`src/pkg/irq_flag_enable_map.svh`:
```
/*
 * Register offsets, field positions, reset values and widths
 * of the primary interrupt control block.
 * Assumes a 32-bit classic Wishbone slave with word-aligned registers.
 */
`ifndef IRQ_FLAG_ENABLE_MAP_SVH
`define IRQ_FLAG_ENABLE_MAP_SVH

// ============================================================
// Register byte offsets
`define CTRL_A_OFS      8'h00
`define CTRL_B_OFS      8'h04
`define CTRL_C_OFS      8'h08
`define CORE_STAT_OFS   8'h0c
`define EVT_STAT_OFS    8'h10
`define EVT_MASK_OFS    8'h14

// ============================================================
// Field positions, control register a
`define A_MASTER_EN_BIT 0
`define A_EXT_EN_BIT    1
`define A_CIPHER_EN_BIT 2
`define A_TICK0_EN_BIT  3
`define A_EXT_FLAG_BIT  4
`define A_CIPHER_F_BIT  5
`define A_TICK0_F_BIT   6
`define A_IMPL_MASK     8'h7f

// ============================================================
// Field positions, control register b
`define B_TICK1_EN_BIT  0
`define B_GRP0_EN_BIT   1
`define B_GRP1_EN_BIT   2
`define B_LOWV_EN_BIT   3
`define B_TICK1_F_BIT   4
`define B_GRP0_F_BIT    5
`define B_GRP1_F_BIT    6
`define B_LOWV_F_BIT    7
`define B_IMPL_MASK     8'hff

// ============================================================
// Field positions, control register c
`define C_NVM_EN_BIT    0
`define C_NVM_F_BIT     4
`define C_IMPL_MASK     8'h11

// ============================================================
// Reset values and widths
`define CTRL_RESET      8'h00
`define NUM_SRC         8
`define EVT_BITS        3

`endif

```
`src/pkg/irq_flag_enable_pkg.sv`:
```
/*
 * Types shared by the interrupt control block.
 * Assumes the map header for numeric constants.
 */
package irq_flag_enable_pkg;

  // Classic Wishbone request from the master
  typedef struct packed {
    logic        cyc;
    logic        stb;
    logic        we;
    logic [7:0]  adr;
    logic [3:0]  sel;
    logic [31:0] dat;
  } wb_req_t;

  // Slave answer
  typedef struct packed {
    logic        ack;
    logic        err;
    logic [31:0] dat;
  } wb_rsp_t;

  // Vectored request towards the core
  typedef struct packed {
    logic       valid;
    logic [2:0] src;
  } irq_vec_t;

  typedef enum logic [0:0] {
    BUS_IDLE,
    BUS_ACK
  } bus_state_t;

endpackage

```
`src/rtl/irq_event_sync.sv`:
```
/*
 * Two-flop synchroniser for a bank of event levels with rise detect.
 * Assumes asynchronous or foreign-domain level inputs.
 */
`timescale 1ns/1ns
`default_nettype none

module irq_event_sync #(
  parameter int WIDTH = 8
) (
  // Clock and reset
  input  wire logic             clk_i,
  input  wire logic             rst_i,
  // Levels in, pulses out
  input  wire logic [WIDTH-1:0] level_i,
  output logic      [WIDTH-1:0] rise_o
);

  logic [WIDTH-1:0] meta_q;
  logic [WIDTH-1:0] sync_q;
  logic [WIDTH-1:0] last_q;
  logic [WIDTH-1:0] meta_d;
  logic [WIDTH-1:0] sync_d;
  logic [WIDTH-1:0] last_d;

  always_comb begin
    meta_d = level_i;
    sync_d = meta_q;
    last_d = sync_q;
  end

  always_ff @(posedge clk_i) begin
    if (rst_i) begin
      meta_q <= '0;
      sync_q <= '0;
      last_q <= '0;
    end else begin
      meta_q <= meta_d;
      sync_q <= sync_d;
      last_q <= last_d;
    end
  end

  // One pulse per rising level
  genvar g;
  generate
    for (g = 0; g < WIDTH; g = g + 1) begin : g_rise
      assign rise_o[g] = sync_q[g] & ~last_q[g];
    end
  endgenerate

endmodule
`default_nettype wire

```
`src/rtl/irq_flag_enable_regs.sv`:
```
/*
 * Primary interrupt flag and enable registers with vector request,
 * core handshake, wake output and a sticky event status with mask.
 * Assumes a classic Wishbone master on clk_i and event levels from
 * other domains, which pass irq_event_sync before use.
 */
`timescale 1ns/1ns
`default_nettype none
`include "irq_flag_enable_map.svh"

module irq_flag_enable_regs
  import irq_flag_enable_pkg::*;
(
  // Clock and reset
  input  wire logic                        clk_i,
  input  wire logic                        rst_i,
  // Wishbone slave
  input  wire irq_flag_enable_pkg::wb_req_t wb_req_i,
  output irq_flag_enable_pkg::wb_rsp_t      wb_rsp_o,
  // Event levels: tick0, cipher, ext, tick1, grp0, grp1, lowv, nvm
  input  wire logic [7:0]                  event_i,
  // Core side
  input  wire logic                        stack_full_i,
  input  wire logic                        vec_ack_i,
  output irq_flag_enable_pkg::irq_vec_t     vec_o,
  output logic                             wake_o,
  output logic                             irq_o
);
  import irq_flag_enable_pkg::*;

  localparam int NSRC = `NUM_SRC;

  // ============================================================
  // Event synchroniser
  logic [NSRC-1:0] evt_rise;

  irq_event_sync #(
    .WIDTH (NSRC)
  ) u_sync (
    .clk_i   (clk_i),
    .rst_i   (rst_i),
    .level_i (event_i),
    .rise_o  (evt_rise)
  );

  // ============================================================
  // Bus decode
  bus_state_t  bus_q;
  bus_state_t  bus_d;
  logic        ack_q;
  logic        ack_d;
  logic        err_q;
  logic        err_d;
  logic [31:0] rdat_q;
  logic [31:0] rdat_d;
  logic        req;
  logic        wr_take;
  logic        hit_a;
  logic        hit_b;
  logic        hit_c;
  logic        hit_st;
  logic        hit_mk;
  logic        hit_cs;
  logic        mapped;
  logic [7:0]  wbyte;

  assign req    = wb_req_i.cyc & wb_req_i.stb & (bus_q == BUS_IDLE);
  assign hit_a  = wb_req_i.adr == `CTRL_A_OFS;
  assign hit_b  = wb_req_i.adr == `CTRL_B_OFS;
  assign hit_c  = wb_req_i.adr == `CTRL_C_OFS;
  assign hit_cs = wb_req_i.adr == `CORE_STAT_OFS;
  assign hit_st = wb_req_i.adr == `EVT_STAT_OFS;
  assign hit_mk = wb_req_i.adr == `EVT_MASK_OFS;
  assign mapped = hit_a | hit_b | hit_c | hit_cs | hit_st | hit_mk;
  assign wr_take = req & wb_req_i.we & wb_req_i.sel[0] & mapped;
  assign wbyte  = wb_req_i.dat[7:0];

  // ============================================================
  // Control registers
  logic [7:0] ctrl_a_q;
  logic [7:0] ctrl_a_d;
  logic [7:0] ctrl_b_q;
  logic [7:0] ctrl_b_d;
  logic [7:0] ctrl_c_q;
  logic [7:0] ctrl_c_d;
  logic [NSRC-1:0] flag_vec;
  logic [NSRC-1:0] en_vec;
  logic [NSRC-1:0] pend;
  logic [2:0]  sel_src;
  logic        any_pend;
  logic        take;

  // Per-source flag and enable views, in priority order
  assign flag_vec = {ctrl_c_q[`C_NVM_F_BIT],
                     ctrl_b_q[`B_LOWV_F_BIT],
                     ctrl_b_q[`B_GRP1_F_BIT],
                     ctrl_b_q[`B_GRP0_F_BIT],
                     ctrl_b_q[`B_TICK1_F_BIT],
                     ctrl_a_q[`A_EXT_FLAG_BIT],
                     ctrl_a_q[`A_CIPHER_F_BIT],
                     ctrl_a_q[`A_TICK0_F_BIT]};
  assign en_vec   = {ctrl_c_q[`C_NVM_EN_BIT],
                     ctrl_b_q[`B_LOWV_EN_BIT],
                     ctrl_b_q[`B_GRP1_EN_BIT],
                     ctrl_b_q[`B_GRP0_EN_BIT],
                     ctrl_b_q[`B_TICK1_EN_BIT],
                     ctrl_a_q[`A_EXT_EN_BIT],
                     ctrl_a_q[`A_CIPHER_EN_BIT],
                     ctrl_a_q[`A_TICK0_EN_BIT]};

  // Source and master enable both needed
  assign pend = flag_vec & en_vec
              & {NSRC{ctrl_a_q[`A_MASTER_EN_BIT]}};
  assign any_pend = |pend;

  // Lowest index wins
  always_comb begin
    sel_src = 3'h0;
    for (int i = NSRC - 1; i >= 0; i--) begin
      if (pend[i]) begin
        sel_src = 3'(i);
      end
    end
  end

  // Vector taken by the core only with room on the stack
  assign take = vec_ack_i & any_pend & ~stack_full_i;

  always_comb begin
    ctrl_a_d = ctrl_a_q;
    ctrl_b_d = ctrl_b_q;
    ctrl_c_d = ctrl_c_q;
    if (wr_take & hit_a) begin
      ctrl_a_d = wbyte & `A_IMPL_MASK;
    end
    if (wr_take & hit_b) begin
      ctrl_b_d = wbyte & `B_IMPL_MASK;
    end
    if (wr_take & hit_c) begin
      ctrl_c_d = wbyte & `C_IMPL_MASK;
    end
    // Service entry: flag cleared, nesting blocked
    if (take) begin
      ctrl_a_d[`A_MASTER_EN_BIT] = 1'b0;
      case (sel_src)
        3'h0: ctrl_a_d[`A_TICK0_F_BIT] = 1'b0;
        3'h1: ctrl_a_d[`A_CIPHER_F_BIT] = 1'b0;
        3'h2: ctrl_a_d[`A_EXT_FLAG_BIT] = 1'b0;
        3'h3: ctrl_b_d[`B_TICK1_F_BIT] = 1'b0;
        3'h4: ctrl_b_d[`B_GRP0_F_BIT] = 1'b0;
        3'h5: ctrl_b_d[`B_GRP1_F_BIT] = 1'b0;
        3'h6: ctrl_b_d[`B_LOWV_F_BIT] = 1'b0;
        default: ctrl_c_d[`C_NVM_F_BIT] = 1'b0;
      endcase
    end
    // Events set flags regardless of enables; set beats clear
    if (evt_rise[0]) begin
      ctrl_a_d[`A_TICK0_F_BIT] = 1'b1;
    end
    if (evt_rise[1]) begin
      ctrl_a_d[`A_CIPHER_F_BIT] = 1'b1;
    end
    if (evt_rise[2]) begin
      ctrl_a_d[`A_EXT_FLAG_BIT] = 1'b1;
    end
    if (evt_rise[3]) begin
      ctrl_b_d[`B_TICK1_F_BIT] = 1'b1;
    end
    if (evt_rise[4]) begin
      ctrl_b_d[`B_GRP0_F_BIT] = 1'b1;
    end
    if (evt_rise[5]) begin
      ctrl_b_d[`B_GRP1_F_BIT] = 1'b1;
    end
    if (evt_rise[6]) begin
      ctrl_b_d[`B_LOWV_F_BIT] = 1'b1;
    end
    if (evt_rise[7]) begin
      ctrl_c_d[`C_NVM_F_BIT] = 1'b1;
    end
  end

  always_ff @(posedge clk_i) begin
    if (rst_i) begin
      ctrl_a_q <= `CTRL_RESET;
      ctrl_b_q <= `CTRL_RESET;
      ctrl_c_q <= `CTRL_RESET;
    end else begin
      ctrl_a_q <= ctrl_a_d;
      ctrl_b_q <= ctrl_b_d;
      ctrl_c_q <= ctrl_c_d;
    end
  end

  // ============================================================
  // Sticky event status and mask
  logic [NSRC-1:0] stat_q;
  logic [NSRC-1:0] stat_d;
  logic [NSRC-1:0] mask_q;
  logic [NSRC-1:0] mask_d;

  always_comb begin
    stat_d = stat_q;
    mask_d = mask_q;
    if (wr_take & hit_st) begin
      stat_d = stat_q & ~wbyte;
    end
    if (wr_take & hit_mk) begin
      mask_d = wbyte;
    end
    stat_d = stat_d | evt_rise;
  end

  always_ff @(posedge clk_i) begin
    if (rst_i) begin
      stat_q <= '0;
      mask_q <= '0;
    end else begin
      stat_q <= stat_d;
      mask_q <= mask_d;
    end
  end

  // ============================================================
  // Bus answer
  always_comb begin
    bus_d  = BUS_IDLE;
    ack_d  = 1'b0;
    err_d  = 1'b0;
    rdat_d = rdat_q;
    case (bus_q)
      BUS_IDLE: begin
        if (req) begin
          bus_d  = BUS_ACK;
          ack_d  = mapped;
          err_d  = ~mapped;
          rdat_d = 32'h0000_0000;
          if (hit_a) begin
            rdat_d[7:0] = ctrl_a_q & `A_IMPL_MASK;
          end
          if (hit_b) begin
            rdat_d[7:0] = ctrl_b_q;
          end
          if (hit_c) begin
            rdat_d[7:0] = ctrl_c_q & `C_IMPL_MASK;
          end
          if (hit_cs) begin
            rdat_d[`EVT_BITS:0] = {stack_full_i, sel_src};
            rdat_d[4] = any_pend;
          end
          if (hit_st) begin
            rdat_d[7:0] = stat_q;
          end
          if (hit_mk) begin
            rdat_d[7:0] = mask_q;
          end
        end
      end
      BUS_ACK: begin
        bus_d = BUS_IDLE;
      end
      default: begin
        bus_d = BUS_IDLE;
      end
    endcase
  end

  always_ff @(posedge clk_i) begin
    if (rst_i) begin
      bus_q  <= BUS_IDLE;
      ack_q  <= 1'b0;
      err_q  <= 1'b0;
      rdat_q <= 32'h0000_0000;
    end else begin
      bus_q  <= bus_d;
      ack_q  <= ack_d;
      err_q  <= err_d;
      rdat_q <= rdat_d;
    end
  end

  // ============================================================
  // Outputs
  assign wb_rsp_o.ack = ack_q;
  assign wb_rsp_o.err = err_q;
  assign wb_rsp_o.dat = rdat_q;

  assign vec_o.valid = any_pend & ~stack_full_i;
  assign vec_o.src   = sel_src;
  assign wake_o      = |flag_vec;
  assign irq_o       = |(stat_q & mask_q);

endmodule
`default_nettype wire

```
`config.mk`:
```
export PLATFORM = sky130hd
export DESIGN_NAME = irq_flag_enable_regs
export DESIGN_NICKNAME = d
export VERILOG_FILES = /design/src/pkg/irq_flag_enable_pkg.sv /design/src/rtl/irq_event_sync.sv /design/src/rtl/irq_flag_enable_regs.sv
export VERILOG_INCLUDE_DIRS = /design/src /design/src/pkg
export SDC_FILE = /design/constraint.sdc
export NUM_CORES = 1
export LEC_CHECK = 0
export ABC_AREA = 1
export CORE_MARGIN = 2
export CORE_UTILIZATION = 60
export CTS_BUF_LIST = sky130_fd_sc_hd__clkbuf_8
export DETAILED_ROUTE_END_ITERATION = 12
export DONT_BUFFER_PORTS = 1
export PLACE_DENSITY = 0.72
export SKIP_CTS_REPAIR_TIMING = 1
export SLEW_MARGIN = 30
export SYNTH_ARGS = -nofsm -noshare
export SYNTH_HDL_FRONTEND = slang
export SYNTH_HIERARCHICAL = 1
export SYNTH_SLANG_ARGS = --single-unit
export TNS_END_PERCENT = 50
```
`constraint.sdc`:
```
create_clock -name clk_i -period 2.3 [get_ports clk_i]
set_clock_uncertainty 0.15 [all_clocks]
set_input_delay 0.115 -clock clk_i [delete_from_list [all_inputs] [get_ports clk_i]]
set_output_delay 0.115 -clock clk_i [all_outputs]
set_load 0.02 [all_outputs]
```
==> results.ini, run 1 <==
[critical_path]
max_stage_delay_ps = 570
endpoint_kind = flip-flop
crit_buf_inv = 3
worst-setup-path-type = input port to flip-flop
worstPathArrival_ps = 2230
required_ps = 2390
path_cells = nor2_4 > dlygate4sd3_1 > nand2_1 > nand2_4 > nand2_4 > inv_1 > nand2_1 > o21ai_0 > a21oi_1 > dlygate4sd3_1
slowest_stage = dlygate4sd3_1
crit_family = buffers and inverters
startpoint_type = input port
path_max_fanout = 6

[sta]
hold_viol_final = 2
fin_hold_ws_ps = -7.87
totalNegativeSetupSlack_ps = 0
slew_headroom_pct = 66.1
finalCritPeriodShare_pct = 93.3
min_period_ps = 2150
slew_viol_final = 0
fmax_mhz = 466
finalSetupViolCount = 0
worst_slew_pin_slew_ps = 507
fin_ws_ps = 154

[global_route]
grt_overflow = 0
grt_pass1_vias = 2396
grt_max_degree = 56
grt_pass1_wl_um = 11500
antenna_found_initial = 0
gr-usage-all-layers_pct = 25.8

[power_and_ir_drop]
power_mw = 2.52
powerDensity_nw_per_um2 = 706
p_leak_nw = 1.56
vdd_drop_max_uv = 728

[synthesis]
synth_top_cell_area_share_pct = 43.0
synth_cell_types = 32
synth_seq_area_share_pct = 43.0
synth.avg_cell_area_sq_um = 7.18
synth_commonest_cells = nand2_1 (78), inv_1 (69), dfxtp_1 (68)
synthFlopType = dfxtp_1
async_reset_ff_share_pct = 0
syn_area_sq_um = 3170
synth.largest_area_cell = dfxtp_1
netlist_instances = 441
synth.area.top_cells = dfxtp_1 (43%), nand2_1 (9.2%), inv_1 (8.2%), buf_4 (6.6%), a21oi_1 (6.3%)
synth-seq-cells = 68
synth-edff-count = 0
synth_warnings = 6
synth.most_common_cell = nand2_1

[die]
core_area_sq_um = 5110
fp.dieW_um = 76.6
die_h_um = 76.6
initial_core_util_pct = 62.0
ios = 99
die_area_sq_um = 5870
fp-row-count = 26

[placement]
gp_congestion = 0.913
dp_slack_ps = 304
post-dp-hpwl_um = 5250
io_buffers = 0

[clock_network]
htree_levels = 3
clock-root-buffer = clkbuf_8
cts_tree = yes
path_clk_slew_ps = 80
clock_latency_ps = 340
cts_buffers = 9
clock-sinks = 68
cts_buffer_depth = 2

[final_layout]
antenna_cells = 0
drive_gt1_share_pct = 7.86
fill_cells = 455
nNetsFinal = 525
area_growth_pct = 13.0

[run_status]
status = finished with violations
violations = negative hold slack

[drt]
avgViaCountPerCell = 5.26
drcViolationCount = 0
drtPass1Iterations = 5
vias = 2847
initialDrtViolationCount = 275
drt_wl_total_um = 7550
final_antenna_net_count = 0
wl_per_cell_um = 14.0

[hold_path]
hp-class = input port to flip-flop

[job]
max_cap_viol_count = 0

==> power by group <==
group          switching [mW]  total, mW  internal [mW]  leakage (nW)
Clock                   0.490       1.11          0.616         0.110
Sequential             0.0241       1.23           1.21         0.554
Combinational           0.122      0.184         0.0616         0.896
Total                   0.636       2.52           1.89          1.56
==> cell usage in the layout, fill, tap and decap left out, drive strengths merged, types with 2 or more instances in the layout <==
cell | synthesis | layout
a221oi | 2 | 2
nor2 | 59 | 59
nor4 | 2 | 2
inv | 72 | 73
a31oi | 2 | 2
nor3 | 4 | 4
nand3b | 2 | 2
o2111ai | 2 | 2
clkinv | 1 | 4
a21oi | 40 | 40
o21ai | 37 | 37
nand4 | 5 | 5
buf | 32 | 5
clkbuf | 4 | 9
a211oi | 4 | 4
dfxtp | 68 | 68
nand3 | 18 | 18
nand2 | 82 | 82
conb | 1 | 24
dlygate4sd3 | 0 | 22
bufinv | 0 | 2
==> final timing paths <==
check                   startpoint                to  slack [ps]  cells after the start
setup reg to reg             bus_q         stat_q[4]         160                      9
hold / removal           vec_ack_i       ctrl_b_q[5]          -8                      3
setup / recovery      wb_req_i[37]         stat_q[4]         150                     10
hold reg to reg   u_sync/meta_q[4]  u_sync/last_d[4]         260                      2
==> tightest hold or removal path, cell delays in order <==
cell and delay [ps]:
nand3_1 130, o21ai_1 90, a21oi_1 110
==> sequential cells by signal, summed over array words and instances, names as in the netlist, 7 cells and up <==
signal and flops:
ctrl_b_q 8, mask_q 8, rdat_q 8, stat_q 8, u_sync/last_d 8, u_sync/last_q 8, u_sync/meta_q 8, ctrl_a_q 7
==> cell type report <==
class	count	area, sq um	share of cell area [%]
clock buffers	9	124	3.46
clock inverters	7	98.8	2.76
inverters	73	274	7.66
multi-input cells	287	1350	37.8
flip-flops and latches	68	1360	38.1
well taps	70	87.6	2.45
repair buffers	27	278	7.77
==> stage by stage <==
step / cells / util [%] / instance area [sq um]
2_1_floorplan: 464 / - / 3250
3_3_place_gp: 502 / 60.8 / 3110
3_5_place_dp: 502 / 60.8 / 3110
4_1_cts: 518 / 65.2 / 3330
5_1_grt: 541 / 70.0 / 3580
6_report: 541 / 70.0 / 3580
==> layer usage <==
| metal | vias to the layer above | wire (um) | global-route usage [%] |
|---|---|---|---|
| met4 | 0 | 172 | 11.5 |
| met5 | - | 0 | 0 |
| met1 | 1271 | 3230 | 32.8 |
| met3 | 20 | 643 | 9.72 |
| li1 | 1396 | - | - |
| met2 | 160 | 3500 | 39.0 |
==> logic make-up (layout without fill, tap and decap cells) <==
logic type             after synthesis  count (layout)  share of synthesized area [%]
AOI/OAI and AO/OA                   91              91                           15.9
buffers and inverters              109             116                           17.0
DFF                                 68              68                           43.0
other                                1              24                          0.118
and+or+nand+nor                    172             172                           24.0
No activity file was read; power rests on OpenSTA's default activity.
==> run 2, diff against run 1 <==
- CELL_PAD_IN_SITES_DETAIL_PLACEMENT: default -> 1
- CELL_PAD_IN_SITES_GLOBAL_PLACEMENT: default -> 1
- CORE_UTILIZATION: 60 -> 46
- CTS_CLUSTER_DIAMETER: default -> 40
- PLACE_DENSITY: 0.72 -> 0.78
- clock period: 2.3 -> 2 ns (I/O delays scaled with it)
==> results.ini, run 2 (synthesis gave the netlist of run 1 again) <==
[critical_path]
path_max_fanout = 10  ; +4
ff2ff_path_depth = 6  ; -3
path_cells = nand3_1 > nand2_1 > inv_1 > a31oi_2 > buf_4 > buf_4
worstPathArrival_ps = 1710  ; -520 ps
endpoint_kind = output pin
r2r-start = bus_q
max_stage_delay_ps = 450  ; -120 ps
crit_buf_inv = 3  ; unchanged
required_ps = 1750  ; -640 ps
r2r_slack_ps = 70  ; -90 ps
worst-setup-path-type = flip-flop to output pin
slowest_stage = dfxtp_2
timing.rr.end = rdat_q[3]
crit_family = flip-flops
path_depth = 6  ; -4
crit_top_cell = buf_4
startpoint_type = flip-flop

[drt]
drcViolationCount = 0  ; unchanged
wl_per_cell_um = 16.3  ; +17%
drt_wl_total_um = 9090  ; +20%
initialDrtViolationCount = 191  ; -31%
avgViaCountPerCell = 5.23  ; -0.63%
vias = 2918  ; +2.5%
drtPass1Iterations = 4  ; -1
final_antenna_net_count = 0  ; unchanged

[sta]
worst_slew_pin_slew_ps = 568  ; +60.3 ps
min_period_ps = 1960
slew_headroom_pct = 61.9  ; -4.3 points
totalNegativeSetupSlack_ps = 0  ; unchanged
finalCritPeriodShare_pct = 97.9
hold_viol_final = 2  ; unchanged
fin_hold_ws_ps = -14.4  ; -6.54 ps
finalSetupViolCount = 0  ; unchanged
slew_viol_final = 0  ; unchanged
fmax_mhz = 511

[placement]
dpl.cell_count = 519  ; +3.4%
post-dp-hpwl_um = 6440  ; +23%
io_buffers = 0  ; unchanged
gp_congestion = 0.871  ; -4.6%

[clock_network]
cts_buffer_depth = 2  ; unchanged
clock-root-buffer = clkbuf_8
clock-sinks = 68  ; unchanged
clock_latency_ps = 340  ; about the same
cts_tree = yes
cts_buffers = 9  ; unchanged
path_clk_slew_ps = 70  ; about the same
htree_levels = 3  ; unchanged

[global_route]
antenna_found_initial = 0  ; unchanged
grt_pass1_vias = 2855  ; +19%
gr-usage-all-layers_pct = 23.9  ; -1.9 points
grt_max_degree = 56  ; unchanged
grt_pass1_wl_um = 13800  ; +20%
grt_overflow = 0  ; unchanged

[die]
fp.dieW_um = 87.0  ; +13%
fp-row-count = 30  ; +15%
initial_core_util_pct = 47.1  ; -15 points
core_area_sq_um = 6720  ; +32%
die_h_um = 87.0  ; +13%
die_area_sq_um = 7560  ; +29%
ios = 99  ; unchanged

[hold_path]
whs_endpoint = ctrl_a_q[4]
min_path_cells = 3  ; unchanged
hp-class = input port to flip-flop
hp-start = vec_ack_i

[power_and_ir_drop]
vdd_drop_max_uv = 491  ; -33%
powerDensity_nw_per_um2 = 788  ; +12%
p_leak_nw = 1.60  ; +2.5%

[final_layout]
nNetsFinal = 533  ; +1.5%
antenna_cells = 0  ; unchanged
drive_gt1_share_pct = 9.83  ; +2.0 points
final_common_cell = nand2_1
final_cells = 558  ; +3.1%
mostFrequentLayoutCells = nand2_1 (78), inv_1 (69), dfxtp_1 (66)
area_growth_pct = 15.6

[job]
max_cap_viol_count = 0  ; unchanged

[run_status]
status = finished with violations
violations = negative hold slack

==> run 2: cell count changes in the layout (fill, tap and decap cells not counted) <==
cell / change
a31oi_1: -1
a31oi_2: +1
buf_4: +7
clkbuf_8: +1
clkinv_4: -1
clkinvlp_4: -1
dfxtp_1: -2
dfxtp_2: +2
dlygate4sd3_1: +1
inv_2: +1
inv_6: -1
nor2_1: -1
nor2_4: +1
==> run 2: final cells by class <==
| class | count | area (sq um) |
|---|---|---|
| timing repair buffer | 35 | 340 |
| fill | 849 | 3060 |
| sequential | 68 | 1360 |
| inverter | 73 | 274 |
| clock inverter | 5 | 77.6 |
| clock buffer | 10 | 138 |
| multi-input combinational | 287 | 1370 |
| tap | 80 | 100 |
==> run 2: power by group <==
part	switching (mW)	internal (mW)
Clock	0.519	0.725
Sequential	0.0263	1.39
Combinational	0.148	0.0709
==> run 2: routing by layer <==
metal	up-vias	part of all wire [%]	track usage, %
li1	1419	-	-
met1	1400	41	27.7
met2	78	52	43.2
met3	21	4.3	4.83
met4	0	2.6	8.81
met5	-	0	0
==> run 2: worst register-to-register path, stage by stage (launching register included) <==
cell	delay [ps]
dfxtp_1	330
nor2_4	110
buf_4	170
clkinv_1	280
nand2_1	140
a21oi_1	70
dlygate4sd3_1	560
==> run 2: stage by stage <==
step | total power, mW | utilization, % | hold WS [ps] | setup WS [ps] | instance area [sq um]
after CTS | 2.84 | 50.4 | -338 | -142 | 3390
after global routing | 2.99 | 54.5 | 25.3 | -8.73 | 3660
after floorplan | 1.62 | - | 21.2 | 60.4 | 3250
final | 2.88 | 54.5 | -14.4 | 41.8 | 3660
after detailed placement | 1.60 | 47.2 | 26.5 | 20.2 | 3170
after global placement | 1.60 | 47.2 | 24.0 | 119 | 3170
==> run 2: worst max-delay path by stage <==
stage | from | slack [ps] | end
after global placement | ctrl_a_q[0] | 120 | ctrl_b_q[6]
after detailed placement | ctrl_a_q[0] | 20 | ctrl_b_q[7]
after global routing | bus_q | -9 | rdat_q[3]
final | ctrl_a_q[0] | 40 | vec_o[3]
after floorplan | ctrl_a_q[0] | 60 | ctrl_b_q[7]
after CTS | ctrl_a_q[0] | -140 | vec_o[3]
==> run 3, diff against run 2 <==
--- a/constraint.sdc
+++ b/constraint.sdc
@@ -4,2 +4,2 @@
 set_output_delay 0.1 -clock clk_i [all_outputs]
-set_load 0.02 [all_outputs]
+set_load 0.005 [all_outputs]
==> results.ini, run 3 (synthesis gave the netlist of run 1 again) <==
[critical_path]
endpoint_kind = output pin
ff2ff_path_depth = 8  ; +2
path_cells = nand3_1 > nand2_1 > inv_1 > nand2_1 > nor2_1 > buf_4 > buf_4
worst-setup-path-type = flip-flop to output pin
worstPathArrival_ps = 1660  ; -50 ps
r2r-start = ctrl_a_q[0]
r2r_slack_ps = 180  ; +110 ps
startpoint_type = flip-flop
path_max_fanout = 10  ; unchanged
slowest_stage = dfxtp_2
max_stage_delay_ps = 380  ; -70 ps
timing.rr.end = rdat_q[4]
required_ps = 1750  ; about the same

[sta]
slew_headroom_pct = 60.0  ; -1.9 points
fmax_mhz = 524  ; +2.6%
fin_hold_ws_ps = -27.6  ; -13.2 ps
worst_slew_pin_slew_ps = 595  ; +27.6 ps
finalSetupViolCount = 0  ; unchanged
totalNegativeSetupSlack_ps = 0  ; unchanged
min_period_ps = 1910  ; -50.2 ps
finalCritPeriodShare_pct = 95.4  ; -2.5 points
slew_viol_final = 0  ; unchanged
hold_viol_final = 1  ; -1

[global_route]
grt_pass1_wl_um = 13500  ; -2.0%
grt_max_degree = 56  ; unchanged
antenna_found_initial = 0  ; unchanged
grt_pass1_vias = 2772  ; -2.9%
gr-usage-all-layers_pct = 23.7  ; -0.17 points
grt_overflow = 0  ; unchanged

[final_layout]
mostFrequentLayoutCells = nand2_1 (78), inv_1 (70), dfxtp_1 (67)
stdcell_area_sq_um = 3650  ; -0.31%
area_growth_pct = 15.3
nNetsFinal = 534  ; +0.19%
final_cells = 560  ; +0.36%
antenna_cells = 0  ; unchanged
drive_gt1_share_pct = 9.79  ; -0.041 points
final_common_cell = nand2_1
fill_cells = 876  ; +3.2%

[run_status]
violations = negative hold slack
status = finished with violations

[power_and_ir_drop]
p_leak_nw = 1.59  ; -0.79%
powerDensity_nw_per_um2 = 745  ; -5.4%
vdd_drop_max_uv = 522  ; +6.2%

[placement]
gp_congestion = 0.865  ; -0.65%
post-dp-hpwl_um = 6270  ; -2.6%
placed_area_sq_um = 3180  ; +0.24%
dpl.cell_count = 520  ; +0.19%
io_buffers = 0  ; unchanged

[clock_network]
cts_buffer_depth = 2  ; unchanged
cts_buffers = 9  ; unchanged
clock-root-buffer = clkbuf_8
cts_tree = yes
path_clk_slew_ps = 80  ; about the same
htree_levels = 3  ; unchanged
clock_latency_ps = 350  ; about the same
clock-sinks = 68  ; unchanged

[hold_path]
hp-class = input port to flip-flop
min_path_cells = 3  ; unchanged
hp-start = wb_req_i[38]
whs_endpoint = rdat_q[1]

[drt]
drtPass1Iterations = 4  ; unchanged
wl_per_cell_um = 15.6  ; -4.0%
vias = 2906  ; -0.41%
avgViaCountPerCell = 5.19  ; -0.77%
final_antenna_net_count = 0  ; unchanged
initialDrtViolationCount = 64  ; -66%
drt_wl_total_um = 8760  ; -3.6%
drcViolationCount = 0  ; unchanged

[die]
fp.dieW_um = 87.0  ; unchanged
ios = 99  ; unchanged
fp-row-count = 30  ; unchanged
die_area_sq_um = 7560  ; unchanged
core_area_sq_um = 6720  ; unchanged
initial_core_util_pct = 47.1  ; unchanged
die_h_um = 87.0  ; unchanged

[job]
max_cap_viol_count = 0  ; unchanged

==> run 3: changes by cell type in the layout (fill, tap and decap cells not counted), sizes merged <==
cell,previous run,this run
inv,73,74
bufinv,2,1
buf,12,13
clkinvlp,0,2
clkbuf,10,9
==> run 3: metal layers <==
metal  track usage (%)  up-vias  routed length, um
met4              6.53        0                137
met3              6.26       15                460
li1                  -     1420                  -
met2              41.6       81               4510
met5                 0        -                  0
met1              28.5     1390               3650
==> run 3: report_power, final <==
| group | switching, mW | total, mW | leakage [nW] | internal [mW] |
|---|---|---|---|---|
| logic | 0.116 | 0.190 | 0.935 | 0.0735 |
| registers | 0.0222 | 1.42 | 0.555 | 1.39 |
| clock network | 0.544 | 1.11 | 0.0968 | 0.571 |
| total | 0.682 | 2.72 | 1.59 | 2.04 |
==> run 3: final cells by class <==
cell class                      instances  area, sq um  area share (%)
Multi-Input combinational cell        287         1370            37.6
Sequential cell                        68         1360            37.3
Timing Repair Buffer                   36          348            9.53
Clock inverter                          7         67.6            1.85
Tap cell                               80          100            2.74
Clock buffer                            9          124            3.40
Inverter                               73          274            7.51
==> run 3: critical path, delay by kind of cell (launching register included) <==
kind	cells	cell delay, ps
and+or+nand+nor	4	510
DFF	1	380
buffers and inverters	3	410
==> run 3: how the worst max path moves through the flow <==
stage / to / startpoint / slack (ps)
after floorplan: ctrl_b_q[6] / ctrl_a_q[0] / 360
after global placement: ctrl_c_q[4] / ctrl_a_q[0] / 110
after detailed placement: ctrl_b_q[6] / ctrl_a_q[0] / 50
after CTS: vec_o[3] / ctrl_a_q[0] / -50
after global routing: vec_o[2] / ctrl_a_q[0] / -40
final: vec_o[2] / ctrl_a_q[0] / 90
==> run 3: through the flow <==
stage,total power [mW],hold slack [ps],utilization (%),setup WS (ps)
floorplan,1.58,21.2,-,357
global placement,1.56,23.7,47.3,109
detailed placement,1.57,27.6,47.3,47.2
CTS,2.68,-347,50.1,-47.5
global route,2.84,12.4,54.3,-35.4
finish,2.72,-27.6,54.3,92.0
